$ cat config.mk
export PLATFORM = sky130hd
export DESIGN_NAME = vectored_irq_ctrl
export DESIGN_NICKNAME = d
export VERILOG_FILES = /design/src/rtl/irq_pkg.sv /design/src/rtl/pin_sense_if.sv /design/src/rtl/pin_edge_sense.sv /design/src/rtl/vectored_irq_ctrl.sv
export SDC_FILE = /design/constraint.sdc
export NUM_CORES = 1
export LEC_CHECK = 0
export ABC_AREA = 1
export BUFFER_PORTS_ARGS = -buffer_cell sky130_fd_sc_hd__buf_2
export CAP_MARGIN = 30
export CELL_PAD_IN_SITES_DETAIL_PLACEMENT = 1
export CELL_PAD_IN_SITES_GLOBAL_PLACEMENT = 2
export CORE_ASPECT_RATIO = 0.9
export CORE_MARGIN = 8
export CORE_UTILIZATION = 34
export CTS_BUF_LIST = sky130_fd_sc_hd__clkbuf_16
export CTS_CLUSTER_SIZE = 40
export DETAILED_ROUTE_END_ITERATION = 12
export PLACE_DENSITY = 0.82
export SLEW_MARGIN = 5
export SYNTH_ARGS = -nofsm -noshare
export SYNTH_HDL_FRONTEND = slang
export SYNTH_SLANG_ARGS = --single-unit
$ cat constraint.sdc
create_clock -name clk_sys -period 4.3 [get_ports clk_sys]
set_clock_uncertainty 0.2 [all_clocks]
set_input_delay 0.43 -clock clk_sys [delete_from_list [all_inputs] [get_ports clk_sys]]
set_output_delay 0.43 -clock clk_sys [all_outputs]
set_load 0.005 [all_outputs]
$ cat src/rtl/irq_pkg.sv
// Constants, register map and field layout of the interrupt controller
package irq_pkg;
    // ==========================================================
    // Source counts and priority numbers
    localparam int NUM_REQ = 15;
    localparam int NUM_PIN = 13;
    localparam int NUM_KEY = 8;
    localparam logic [4:0] PRIO_RESET = 5'h01;
    localparam logic [4:0] PRIO_FIRST_MASKABLE = 5'h02;
    localparam logic [4:0] PRIO_BREAK = 5'h11;
    // ==========================================================
    // Request bit positions, priority minus two
    localparam int REQ_EXT_A = 0;
    localparam int REQ_EXT_B = 1;
    localparam int REQ_EXT_C = 2;
    localparam int REQ_KEY = 3;
    localparam int REQ_AUX_TMR = 4;
    localparam int REQ_TMR0 = 5;
    localparam int REQ_SER_A_RX = 9;
    localparam int REQ_SER_A_TX = 10;
    localparam int REQ_SER_B = 11;
    localparam int REQ_CNT_A = 12;
    localparam int REQ_SHARED = 13;
    localparam int REQ_ADC = 14;
    // ==========================================================
    // Pin vector layout inside the edge sensor
    localparam int PIN_EXT_A = 0;
    localparam int PIN_EXT_B = 1;
    localparam int PIN_EXT_C = 2;
    localparam int PIN_CNT_A = 3;
    localparam int PIN_CNT_B = 4;
    localparam int PIN_KEY0 = 5;
    localparam logic [12:0] PIN_RESET_LVL = 13'h1fff;
    // ==========================================================
    // Vector addresses: low byte of reset, two bytes per level
    localparam logic [15:0] VEC_RESET_LO = 16'hfffc;
    localparam logic [15:0] VEC_STEP = 16'h0002;
    // ==========================================================
    // Register byte offsets
    localparam logic [7:0] OFS_REQ = 8'h00;
    localparam logic [7:0] OFS_EN = 8'h04;
    localparam logic [7:0] OFS_SEL = 8'h08;
    localparam logic [7:0] OFS_FLAG = 8'h0c;
    localparam logic [7:0] OFS_STATUS = 8'h10;
    // ==========================================================
    // Select register fields: bits 4..0 rising-edge choice
    localparam int SEL_POL_LSB = 0;
    localparam int SEL_KEY = 5;
    localparam int SEL_SER_A = 6;
    localparam int SEL_CNT_B = 7;
    localparam int SEL_W = 8;
    localparam logic [7:0] SEL_RESET = 8'h00;
    // Status register fields
    localparam int STAT_PEND = 0;
    localparam int STAT_FLAG = 1;
    localparam int STAT_IDX_LSB = 8;
endpackage

$ cat src/rtl/pin_sense_if.sv
// Synchronised pin levels and edge pulses passed to the controller
`timescale 1ns/100ps
interface pin_sense_if;
    logic [12:0] lvl;
    logic [12:0] rise;
    logic [12:0] fall;
    modport sense (output lvl, output rise, output fall);
    modport use_side (input lvl, input rise, input fall);
endinterface

$ cat src/rtl/pin_edge_sense.sv
// Three-stage pin synchroniser with agreement filter and edge pulses
`timescale 1ns/100ps
module pin_edge_sense
    import irq_pkg::*;
(
    input wire logic clk_sys,
    input wire logic nrst,
    input wire logic [12:0] pin_raw,
    pin_sense_if.sense ps
);
    logic [12:0] sync1_reg;
    logic [12:0] sync2_reg;
    logic [12:0] sync3_reg;
    logic [12:0] stable_reg;
    logic [12:0] rise_reg;
    logic [12:0] fall_reg;
    logic [12:0] agree;
    logic [12:0] change;

    // ==========================================================
    // Synchroniser chain; first stage feeds only the second
    always_ff @(posedge clk_sys or negedge nrst) begin
        if (!nrst) begin
            sync1_reg <= PIN_RESET_LVL;
            sync2_reg <= PIN_RESET_LVL;
            sync3_reg <= PIN_RESET_LVL;
        end else begin
            sync1_reg <= pin_raw;
            sync2_reg <= sync1_reg;
            sync3_reg <= sync2_reg;
        end
    end

    // A level counts only once stages two and three agree
    assign agree = ~(sync2_reg ^ sync3_reg);
    assign change = agree & (sync3_reg ^ stable_reg);

    // Filtered level and one-cycle edge pulses
    always_ff @(posedge clk_sys or negedge nrst) begin
        if (!nrst) begin
            stable_reg <= PIN_RESET_LVL;
            rise_reg <= 13'h0000;
            fall_reg <= 13'h0000;
        end else begin
            stable_reg <= (stable_reg & ~agree) | (sync3_reg & agree);
            rise_reg <= change & sync3_reg;
            fall_reg <= change & ~sync3_reg;
        end
    end

    assign ps.lvl = stable_reg;
    assign ps.rise = rise_reg;
    assign ps.fall = fall_reg;
endmodule

$ cat src/rtl/vectored_irq_ctrl.sv
// Fixed-priority vectored interrupt controller with AHB-Lite registers
//
// The AHB-Lite register port and the address map are this design's own decisions.
`timescale 1ns/100ps
module vectored_irq_ctrl
    import irq_pkg::*;
(
    input wire logic clk_sys,
    input wire logic nrst,
    input wire logic hsel,
    input wire logic [31:0] haddr,
    input wire logic [1:0] htrans,
    input wire logic hwrite,
    input wire logic [2:0] hsize,
    input wire logic [31:0] hwdata,
    input wire logic hready,
    output logic hreadyout,
    output logic [31:0] hrdata,
    output logic hresp,
    input wire logic ext_edge_irq_a,
    input wire logic ext_edge_irq_b,
    input wire logic ext_edge_irq_c,
    input wire logic counter_pin_irq_a,
    input wire logic counter_pin_irq_b,
    input wire logic [7:0] key_in,
    input wire logic aux_timer_uf,
    input wire logic [3:0] timer_uf,
    input wire logic timer_y_uf,
    input wire logic serial_channel_a_rx_done,
    input wire logic serial_channel_a_tx_done,
    input wire logic serial_channel_b_done,
    input wire logic adc_done,
    input wire logic software_break,
    input wire logic instr_boundary,
    input wire logic return_from_irq,
    output logic irq_pending,
    output logic irq_take,
    output logic [4:0] vec_index,
    output logic [15:0] vec_addr_lo,
    output logic irq_disable
);
    // ==========================================================
    // Helpers
    // Lowest set bit gives the priority number, bit zero first
    function automatic logic [4:0] first_prio(input logic [16:0] v);
        logic [4:0] p;
        p = 5'h00;
        for (int i = 16; i >= 0; i--) begin
            if (v[i]) begin
                p = 5'(i + 1);
            end
        end
        return p;
    endfunction

    // Low vector byte address of a priority level
    function automatic logic [15:0] vec_lo(input logic [4:0] prio);
        return 16'(VEC_RESET_LO - VEC_STEP * 16'(prio - PRIO_RESET));
    endfunction

    // Priority is maskable when it owns a request bit
    function automatic logic is_maskable(input logic [4:0] prio);
        return (prio >= PRIO_FIRST_MASKABLE) && (prio < PRIO_BREAK);
    endfunction

    // ==========================================================
    // Declarations
    pin_sense_if ps ();
    logic [NUM_REQ-1:0] req_reg;
    logic [NUM_REQ-1:0] en_reg;
    logic [SEL_W-1:0] sel_reg;
    logic flag_reg;
    logic saved_flag_reg;
    logic rst_pend_reg;
    logic brk_pend_reg;
    logic key_and_reg;
    logic irq_pending_reg;
    logic irq_take_reg;
    logic [4:0] vec_index_reg;
    logic [15:0] vec_addr_reg;
    logic ap_valid_reg;
    logic ap_write_reg;
    logic [7:0] ap_addr_reg;
    logic [31:0] hrdata_reg;
    logic [NUM_REQ-1:0] req_set;
    logic [NUM_REQ-1:0] req_next;
    logic [4:0] pin_edge;
    logic key_and;
    logic [16:0] elig;
    logic [4:0] win_prio;
    logic [3:0] win_bit;
    logic take_now;
    logic ap_take;
    logic wr_fire;
    logic [31:0] status_word;
    logic boundary_brk_only;

    // ==========================================================
    // Pin edge sensing
    pin_edge_sense u_sense (
        .clk_sys(clk_sys),
        .nrst(nrst),
        .pin_raw({key_in, counter_pin_irq_b, counter_pin_irq_a,
                  ext_edge_irq_c, ext_edge_irq_b, ext_edge_irq_a}),
        .ps(ps)
    );

    // Polarity bit high picks the rising edge
    assign pin_edge = (ps.rise[4:0] & sel_reg[SEL_POL_LSB +: 5])
        | (ps.fall[4:0] & ~sel_reg[SEL_POL_LSB +: 5]);
    assign key_and = &ps.lvl[PIN_KEY0 +: NUM_KEY];

    // Previous key AND level for the falling detector
    always_ff @(posedge clk_sys or negedge nrst) begin
        if (!nrst) begin
            key_and_reg <= 1'b1;
        end else begin
            key_and_reg <= key_and;
        end
    end

    // ==========================================================
    // Request sources
    always_comb begin
        req_set = '0;
        req_set[REQ_EXT_A] = pin_edge[PIN_EXT_A];
        req_set[REQ_EXT_B] = pin_edge[PIN_EXT_B];
        req_set[REQ_EXT_C] = pin_edge[PIN_EXT_C]
            & ~sel_reg[SEL_KEY];
        req_set[REQ_KEY] = key_and_reg & ~key_and
            & sel_reg[SEL_KEY];
        req_set[REQ_AUX_TMR] = aux_timer_uf;
        req_set[REQ_TMR0 +: 4] = timer_uf;
        req_set[REQ_SER_A_RX] = serial_channel_a_rx_done
            & sel_reg[SEL_SER_A];
        req_set[REQ_SER_A_TX] = serial_channel_a_tx_done
            & sel_reg[SEL_SER_A];
        req_set[REQ_SER_B] = serial_channel_b_done;
        req_set[REQ_CNT_A] = pin_edge[PIN_CNT_A];
        req_set[REQ_SHARED] = sel_reg[SEL_CNT_B]
            ? pin_edge[PIN_CNT_B] : timer_y_uf;
        req_set[REQ_ADC] = adc_done;
    end

    // ==========================================================
    // Arbitration; reset first, break last and never masked
    assign elig = {brk_pend_reg,
                   req_reg & en_reg & {NUM_REQ{~flag_reg}},
                   rst_pend_reg};
    assign win_prio = first_prio(elig);
    assign win_bit = 4'(win_prio - PRIO_FIRST_MASKABLE);
    assign take_now = instr_boundary && (elig != 17'h00000);

    // ==========================================================
    // Bus address phase capture; reads sampled here
    assign ap_take = hsel && htrans[1] && hready;
    assign wr_fire = ap_valid_reg && ap_write_reg;
    assign status_word = {16'h0000, 3'h0, vec_index_reg,
                          6'h00, flag_reg, irq_pending_reg};

    always_ff @(posedge clk_sys or negedge nrst) begin
        if (!nrst) begin
            ap_valid_reg <= 1'b0;
            ap_write_reg <= 1'b0;
            ap_addr_reg <= 8'h00;
        end else if (hready) begin
            ap_valid_reg <= ap_take;
            ap_write_reg <= hwrite;
            ap_addr_reg <= haddr[7:0];
        end
    end

    // Read data registered; unmapped offsets read zero
    always_ff @(posedge clk_sys or negedge nrst) begin
        if (!nrst) begin
            hrdata_reg <= 32'h00000000;
        end else if (ap_take && !hwrite) begin
            unique case (haddr[7:0])
                OFS_REQ: hrdata_reg <= 32'(req_reg);
                OFS_EN: hrdata_reg <= 32'(en_reg);
                OFS_SEL: hrdata_reg <= 32'(sel_reg);
                OFS_FLAG: hrdata_reg <= 32'(flag_reg);
                OFS_STATUS: hrdata_reg <= status_word;
                default: hrdata_reg <= 32'h00000000;
            endcase
        end
    end

    // Zero wait states, always OKAY
    assign hreadyout = 1'b1;
    assign hresp = 1'b0;
    assign hrdata = hrdata_reg;

    // ==========================================================
    // Request bits: a write can only clear, a new event wins
    always_comb begin
        req_next = req_reg;
        if (wr_fire && ap_addr_reg == OFS_REQ) begin
            req_next = req_next & hwdata[NUM_REQ-1:0];
        end
        if (take_now && is_maskable(win_prio)) begin
            req_next[win_bit] = 1'b0;
        end
        req_next = req_next | req_set;
    end

    always_ff @(posedge clk_sys or negedge nrst) begin
        if (!nrst) begin
            req_reg <= '0;
        end else begin
            req_reg <= req_next;
        end
    end

    // Enable and select registers
    always_ff @(posedge clk_sys or negedge nrst) begin
        if (!nrst) begin
            en_reg <= '0;
            sel_reg <= SEL_RESET;
        end else if (wr_fire) begin
            if (ap_addr_reg == OFS_EN) begin
                en_reg <= hwdata[NUM_REQ-1:0];
            end
            if (ap_addr_reg == OFS_SEL) begin
                sel_reg <= hwdata[SEL_W-1:0];
            end
        end
    end

    // ==========================================================
    // Disable flag: acceptance beats return, return beats software
    always_ff @(posedge clk_sys or negedge nrst) begin
        if (!nrst) begin
            flag_reg <= 1'b1;
            saved_flag_reg <= 1'b1;
        end else if (take_now) begin
            flag_reg <= 1'b1;
            saved_flag_reg <= flag_reg;
        end else if (return_from_irq) begin
            flag_reg <= saved_flag_reg;
        end else if (wr_fire && ap_addr_reg == OFS_FLAG) begin
            flag_reg <= hwdata[0];
        end
    end

    // Reset and break latches; break has no request bit
    always_ff @(posedge clk_sys or negedge nrst) begin
        if (!nrst) begin
            rst_pend_reg <= 1'b1;
            brk_pend_reg <= 1'b0;
        end else begin
            if (take_now && win_prio == PRIO_RESET) begin
                rst_pend_reg <= 1'b0;
            end
            if (software_break) begin
                brk_pend_reg <= 1'b1;
            end else if (take_now && win_prio == PRIO_BREAK) begin
                brk_pend_reg <= 1'b0;
            end
        end
    end

    // ==========================================================
    // Core hand-off, sampled only at instruction boundaries
    always_ff @(posedge clk_sys or negedge nrst) begin
        if (!nrst) begin
            irq_pending_reg <= 1'b0;
            irq_take_reg <= 1'b0;
            vec_index_reg <= 5'h00;
            vec_addr_reg <= 16'h0000;
        end else begin
            irq_take_reg <= take_now;
            if (instr_boundary) begin
                irq_pending_reg <= take_now;
            end
            if (take_now) begin
                vec_index_reg <= win_prio;
                vec_addr_reg <= vec_lo(win_prio);
            end
        end
    end

    assign irq_pending = irq_pending_reg;
    assign irq_take = irq_take_reg;
    assign vec_index = vec_index_reg;
    assign vec_addr_lo = vec_addr_reg;
    assign irq_disable = flag_reg;

    // Boundary where only the break latch is eligible
    assign boundary_brk_only = instr_boundary && elig == 17'h10000;
endmodule

== After elaboration in Yosys (flattened, before gate mapping) ==
Index checks and enable logic that the tools add are counted.

* Register bits after elaboration: 170
* Logic and storage cells: 116
* Output and inout bits: 58
* Input port bits: 100

* Equal/unequal tests: 9
* Add/sub/neg operators: 3
* Reductions and logical operators: 21
* Bitwise logic cells: 29
* Magnitude comparators: 4
* Muxes and demuxes: 28

{| class="wikitable"
|+ Operators by type and width
! kind !! count
|-
| $mux W5 || 17
|-
| $pmux W15 S5 || 1
|-
| $and A15 B15 Y15 || 4
|-
| $eq A8 B4 Y1 const B || 4
|-
| $mux W15 || 2
|-
| $and A13 B13 Y13 || 2
|-
| $not A13 Y13 || 2
|-
| $and A5 B5 Y5 || 5
|-
| $reduce_bool A17 Y1 || 1
|-
| $eq A8 B3 Y1 const B || 2
|-
| $logic_not A8 Y1 || 2
|-
| $not A15 Y15 || 1
|-
| $or A15 B15 Y15 || 1
|-
| $or A13 B13 Y13 || 1
|-
| $xor A13 B13 Y13 || 1
|-
| $logic_and A1 B1 Y1 || 12
|-
| $not A5 Y5 || 2
|-
| $eq A8 B5 Y1 const B || 1
|-
| $reduce_and A8 Y1 || 1
|-
| $sub A3 B7 Y8 const A || 1
|-
| $mux W1 || 7
|-
| $sub A5 B1 Y6 const B || 1
|-
| $and A1 B1 Y1 || 5
|-
| $eq A5 B1 Y1 const B || 1
|-
| other kinds (14) || 17
|}

== Depth between registers and ports, before layout ==
* Depth after elaboration: 27
* Mapped depth: 28
* Depth with buffers taken out: 27

== Cells and area by module ==
Synthesis repeated with hierarchy kept, for this count alone.

* Cell total of the unflattened synthesis: 705
* Area total of the unflattened synthesis: 6859.1 um^2

{| class="wikitable"
|+ Modules (own cells, without submodules)
! module !! instances !! sequential area each (um^2) !! cells an instance !! area each (um^2)
|-
| vectored_irq_ctrl || 1 || 2057.0 || 549 || 4516.8
|-
| pin_edge_sense || 1 || 2016.9 || 156 || 2342.2
|}

== Worst setup path before layout ==
No wires, ideal clock.

* Path kind: register to register
* Start point: register flag_reg, in the netlist irq_disable
* End point: register req_reg[3]
* Slack: 1548 ps
* Setup time: 126 ps
* Period minus slack after synthesis: 2752 ps
* Cell stages (with the launch flop): 27
* Data arrival time: 2426 ps
* Cell sequence: dfstp_2 -> buf_6 -> inv_8 -> nand3_1 -> nand2_1 -> nand2_1 -> nand2_1 -> nand2_1 -> nand2_1 -> nand2_1 -> nand2_1 -> nand2_1 -> nand2_1 -> nand2_1 -> nand2_1 -> nand2_1 -> nand2_1 -> nand2_2 -> nand2_4 -> inv_1 -> ha_1 -> inv_1 -> o21ai_1 -> nand2_2 -> buf_6 -> a21oi_2 -> o22ai_1

* Word-level cells in the longest chain between the ends: 27
* Elaborated cells between the ends (all ways): 34

{| class="wikitable"
|+ RTL lines
! item !! line !! source
|-
| from (decl) || vectored_irq_ctrl.sv:72 || <nowiki>logic flag_reg;</nowiki>
|-
| from (signal assigned) || vectored_irq_ctrl.sv:240 || <nowiki>flag_reg <= saved_flag_reg;</nowiki>
|-
| from (signal assigned) || vectored_irq_ctrl.sv:242 || <nowiki>flag_reg <= hwdata[0];</nowiki>
|-
| $not A1 Y1 (*) || vectored_irq_ctrl.sv:148 || <nowiki>req_reg & en_reg & {NUM_REQ{~flag_reg}},</nowiki>
|-
| $and A15 B15 Y15 (*) || vectored_irq_ctrl.sv:148 ||
|-
| $mux W5 (14 in a row) || vectored_irq_ctrl.sv:49 || <nowiki>if (v[i]) begin</nowiki>
|-
| $mux W5 (*) (2 in a row) || vectored_irq_ctrl.sv:49 ||
|-
| $sub A4 B2 Y4 (*) || vectored_irq_ctrl.sv:151 || <nowiki>assign win_bit = 4'(win_prio - PRIO_FIRST_MASKABLE);</nowiki>
|-
| via win_bit[0] || vectored_irq_ctrl.sv:91 || <nowiki>logic [3:0] win_bit;</nowiki>
|-
| $lt A4 B5 Y1 (implied by the code) / $ge A4 B1 Y1 (equally long branches) || vectored_irq_ctrl.sv:202 || <nowiki>req_next[win_bit] = 1'b0;</nowiki>
|-
| $logic_and A1 B1 Y1 (implied by the code) || vectored_irq_ctrl.sv:202 ||
|-
| $mux W1 (implied by the code) || vectored_irq_ctrl.sv:202 ||
|-
| $demux W1 S4 (*) || vectored_irq_ctrl.sv:202 ||
|-
| $not A15 Y15 (no line) (*) || -- ||
|-
| $and A15 B15 Y15 (no line) (*) || -- ||
|-
| $mux W15 (*) || vectored_irq_ctrl.sv:201 || <nowiki>if (take_now && is_maskable(win_prio)) begin</nowiki>
|-
| $or A15 B15 Y15 (*) || vectored_irq_ctrl.sv:204 || <nowiki>req_next = req_next | req_set;</nowiki>
|-
| via req_next[3] || vectored_irq_ctrl.sv:86 || <nowiki>logic [NUM_REQ-1:0] req_next;</nowiki>
|-
| to (signal assigned) || vectored_irq_ctrl.sv:211 || <nowiki>req_reg <= req_next;</nowiki>
|-
| to (decl) || vectored_irq_ctrl.sv:69 || <nowiki>logic [NUM_REQ-1:0] req_reg;</nowiki>
|}

The timed path passes the listed nets; every way through them passes the cells marked *.
A chain may end at the register's enable or synchronous reset.

== Worst setup path after layout ==
* Start point: register flag_reg, in the netlist irq_disable
* End point: register req_reg[4]

* Word-level cells in the longest chain between the ends: 27
* Elaborated cells between the ends (all ways): 34

{| class="wikitable"
|+ RTL lines
! item !! line !! source
|-
| $not A1 Y1 (*) || vectored_irq_ctrl.sv:148 ||
|-
| $and A15 B15 Y15 (*) || vectored_irq_ctrl.sv:148 ||
|-
| $mux W5 (14 in a row) || vectored_irq_ctrl.sv:49 ||
|-
| $mux W5 (*) (2 in a row) || vectored_irq_ctrl.sv:49 ||
|-
| via win_prio[1] || vectored_irq_ctrl.sv:90 || <nowiki>logic [4:0] win_prio;</nowiki>
|-
| $sub A4 B2 Y4 || vectored_irq_ctrl.sv:151 ||
|-
| $lt A4 B5 Y1 (implied by the code) / $ge A4 B1 Y1 (equally long branches) || vectored_irq_ctrl.sv:202 ||
|-
| $logic_and A1 B1 Y1 (implied by the code) || vectored_irq_ctrl.sv:202 ||
|-
| $mux W1 (implied by the code) || vectored_irq_ctrl.sv:202 ||
|-
| $demux W1 S4 || vectored_irq_ctrl.sv:202 ||
|-
| $not A15 Y15 (no line) || -- ||
|-
| $and A15 B15 Y15 (no line) || -- ||
|-
| $mux W15 (*) || vectored_irq_ctrl.sv:201 ||
|-
| $or A15 B15 Y15 (*) || vectored_irq_ctrl.sv:204 ||
|-
| via req_next[4] || vectored_irq_ctrl.sv:86 ||
|}

Marks and branches as above.

==> summary.txt <==
Clock tree
  • Root Buffer: clkbuf_16
  • CTS tree: built
  • TritonCTS buffer count: 17
  • CTS H-tree depth: 4
  • Clock sink count: between 100 and 150
  • CTS resizes: 0
  • Worst-path clk slew: about 0.060 ns
  • Max Root-Sink Buffers: 2
  • Clock Latency Late Sink: roughly 0.43 ns

Worst hold path
  • HP Class: in -> reg
  • Min-Delay Endpoint: req_reg[14]$_DFF_PN0_
  • Hold path depth: 2
  • Min-delay src: adc_done

Power
  • Pleak: 4.006 nW
  • Maximum vdd ir drop: roughly 0.32 mV
  • PwrDens: roughly 530 nW/µm²

Worst setup path
  • Worst Path Buf+Inv: 4
  • Crit path capture type: register
  • Critical Path AT: ~3.6 ns
  • Crit-path leading delay family: simple AND/OR/NAND/NOR gates
  • CP max stage delay: between 0.7 and 0.8 ns
  • Critical Path Stages: 16
  • R2R depth: 16
  • Startpoint types: register
  • CP Max Fanout: 11
  • WP data required: between 4 and 5 ns
  • R2R Setup Slk: between 0.8 and 0.9 ns
  • Reg-to-reg endpoint: req_reg[4]$_DFF_PN0_
  • Crit path cell chain: nor3_1, nor2_1, inv_1, o21ai_0, nand2_1, a21oi_1, inv_1, ha_1, inv_1, nand2_1, nand2_1, inv_1, nor2_1, nand2_1, a21oi_1, o21bai_1
  • Origin of the critical flop-to-flop path: irq_disable$_DFFE_PN1P_
  • Critical-path top delay cell: dfstp_2
  • Worst Path Class, Setup: reg -> reg

STA
  • Fin crit period: 3.494 ns
  • Part of the cycle the worst path needs: 0.8127
  • Final hold vios: 0
  • Fin Setup TNS: 0 ns
  • Worst slew pin tran: ~0.8 ns
  • Final Max Slew Viols: 0
  • RSZ-0062 raised after global routing: false
  • Worst rel slew slack: 0.4681
  • F_max: 286.2 MHz
  • Finish-stage setup viols: 0

Final layout
  • P&R area growth vs syn: 20.65%
  • Register area: 3674 µm²
  • Share of post-route cells with drive strength above 1: 0.2454
  • Multi-input logic area: approximately 2200 µm²
  • Fill count: ~2.2k
  • Diode count: 0
  • Final Util: 0.4201
  • Nets: ~900

Synthesis
  • Register area share after synthesis: 0.5713
  • Ys async rst share: 1.000
  • Synth cell types: just over 40
  • Mean Syn Cell Area: around 9.3 µm²
  • Syn Inst Count: 692
  • Post-synth top area share: 0.3425
  • Post-Syn Area: around 6400 µm²
  • Ys flop type: dfrtp_1
  • Post-synth EDFFs: 0
  • Synth Register Bits: between 100 and 150
  • Synthesis Warnings: 0
  • Top cells by area, synth: dfrtp_1 (34%), dfstp_2 (23%), nand2_1 (7.9%)
  • Cell taking the most area after synthesis: dfrtp_1

Placed design
  • IO buf count: between 90 and 100
  • Routability cong.: ~0.8
  • Hpwl dp: 13.56 mm

Run
  • Max Cap Violations: 0

Drt
  • M1 WL: 8.301 mm
  • Total length of routed wires: about 18 mm
  • Via/cell ratio: between 4 and 5
  • Met3 WL: 818 µm
  • ANT nets after route: 0
  • DRT iter0 DRCs: roughly 280
  • DRC Markers: 0
  • Initial DRT Pass Iterations: 4
  • DR WL met2: 8.545 mm
  • Highest routed layer: met4
  • Post-DR wirelength/cell: around 17 µm
  • Vias: 4928

Floorplan
  • Die ar.: between 20000 and 25000 µm²
  • Die width: 161.0 µm
  • I/O pin count: between 150 and 200
  • Initial core utilization: 0.3482
  • Core region area: roughly 18000 µm²
  • Chip Height: around 150 µm
  • # rows: 47

Global route
  • Initial antenna violation count: 0
  • Overall Global Routing Usage: 0.1574
  • GRT overflow: 0
  • Largest net degree at the start of global routing: 89
  • Global-route wire length before repair: approximately 29 mm
  • Vias in the first global route: 5463

Run status
  • Outcome: complete, no violations
-- synthesized netlist by cell type (2+ instances only) --
master,instances
maj3_1,8
dfrtp_1,88
o2bb2ai_1,3
o21ai_0,59
nand2_4,2
nand2_2,3
nand4_1,8
buf_4,28
nand2_1,135
clkbuf_1,11
a21oi_2,7
o211ai_1,3
inv_1,95
conb_1,2
o22ai_1,9
o21bai_1,6
a221oi_1,6
nand3_1,18
a211oi_1,2
a21boi_0,2
dfstp_2,56
ha_1,6
buf_6,3
nor3_1,20
nor2_1,62
a21o_1,12
nand3_4,2
nand3b_1,3
a21oi_1,21
-- cells by family (layout without fill, tap and decap cells) --
family,Yosys count,count (layout),share of synthesized area
adder cells (fa/ha/maj),14,14,0.02413
AND/OR/NAND/NOR,258,258,0.1734
AO/OA/AOI/OAI,133,133,0.1249
XOR/XNOR,1,1,0.001362
flip-flops,144,144,0.5713
other,2,20,0.001168
buffers and inverters,139,240,0.1022
multiplexers,1,1,0.001557
-- layout by cell type (no fill, tap or decap), types with 4 or more instances in the layout --
| cell | instances |
|---|---|
| nand2_1 | 135 |
| inv_1 | 97 |
| buf_2 | 91 |
| dfrtp_1 | 88 |
| nor2_1 | 62 |
| o21ai_0 | 59 |
| dfstp_2 | 56 |
| a21oi_1 | 21 |
| nor3_1 | 20 |
| conb_1 | 20 |
| nand3_1 | 18 |
| clkbuf_16 | 17 |
| dlygate4sd3_1 | 15 |
| a21o_1 | 12 |
| o22ai_1 | 9 |
| nand4_1 | 8 |
| maj3_1 | 8 |
| a21oi_2 | 7 |
| o21bai_1 | 6 |
| a221oi_1 | 6 |
| ha_1 | 6 |
| buf_4 | 4 |
-- worst max path at each step --
stage / endpoint / slack, ns / from
6_report: req_reg[4]$_DFF_PN0_ / 0.81 / irq_disable$_DFFE_PN1P_
5_1_grt: req_reg[4]$_DFF_PN0_ / 0.50 / irq_disable$_DFFE_PN1P_
4_1_cts: req_reg[14]$_DFF_PN0_ / 0.79 / irq_disable$_DFFE_PN1P_
3_5_place_dp: req_reg[14]$_DFF_PN0_ / 0.84 / irq_disable$_DFFE_PN1P_
3_3_place_gp: req_reg[14]$_DFF_PN0_ / 0.90 / irq_disable$_DFFE_PN1P_
2_1_floorplan: req_reg[3]$_DFF_PN0_ / 1.55 / irq_disable$_DFFE_PN1P_
-- per-stage QoR --
| step | area, µm² | instances | setup slack, ns | hold slack, ns | power [mW] |
|---|---|---|---|---|---|
| floorplan | 6497 | 710 | 1.548 | -0.06559 | 2.362 |
| global route | 7757 | 1056 | 0.4972 | 0.007077 | 4.374 |
| global placement | 7027 | 1008 | 0.9002 | 0.1455 | 2.659 |
| CTS | 7757 | 1056 | 0.7924 | 0.004025 | 4.171 |
| finish | 7757 | 1056 | 0.8055 | 0.01698 | 4.118 |
| detailed placement | 7038 | 1009 | 0.8368 | 0.1470 | 2.706 |
-- power breakdown --
group          internal, mW  switching, mW
sequential             1.55         0.0983
clock                 0.849          0.581
combinational         0.357          0.686
total                  2.75           1.37
-- timing repair --
action,in CTS,in global routing
hold endpoints to repair,62,0
hold buffers,15,0
setup buffers,0,0
-- layer usage --
metal / up-vias / global-route usage
met3: 19 / 0.03682
met4: 0 / 0.05458
met2: 116 / 0.2523
met1: 2400 / 0.2046
met5: - / 0
li1: 2393 / -
-- layout make-up --
cell class | count | area share
flip-flops and latches | 144 | 0.4735
inverters | 96 | 0.04742
multi-input cells | 427 | 0.2813
clock buffers | 17 | 0.05484
repair buffers | 112 | 0.08484
clock inverters | 15 | 0.01855
well taps | 245 | 0.03952
No activity file was read; power rests on OpenSTA's default activity.
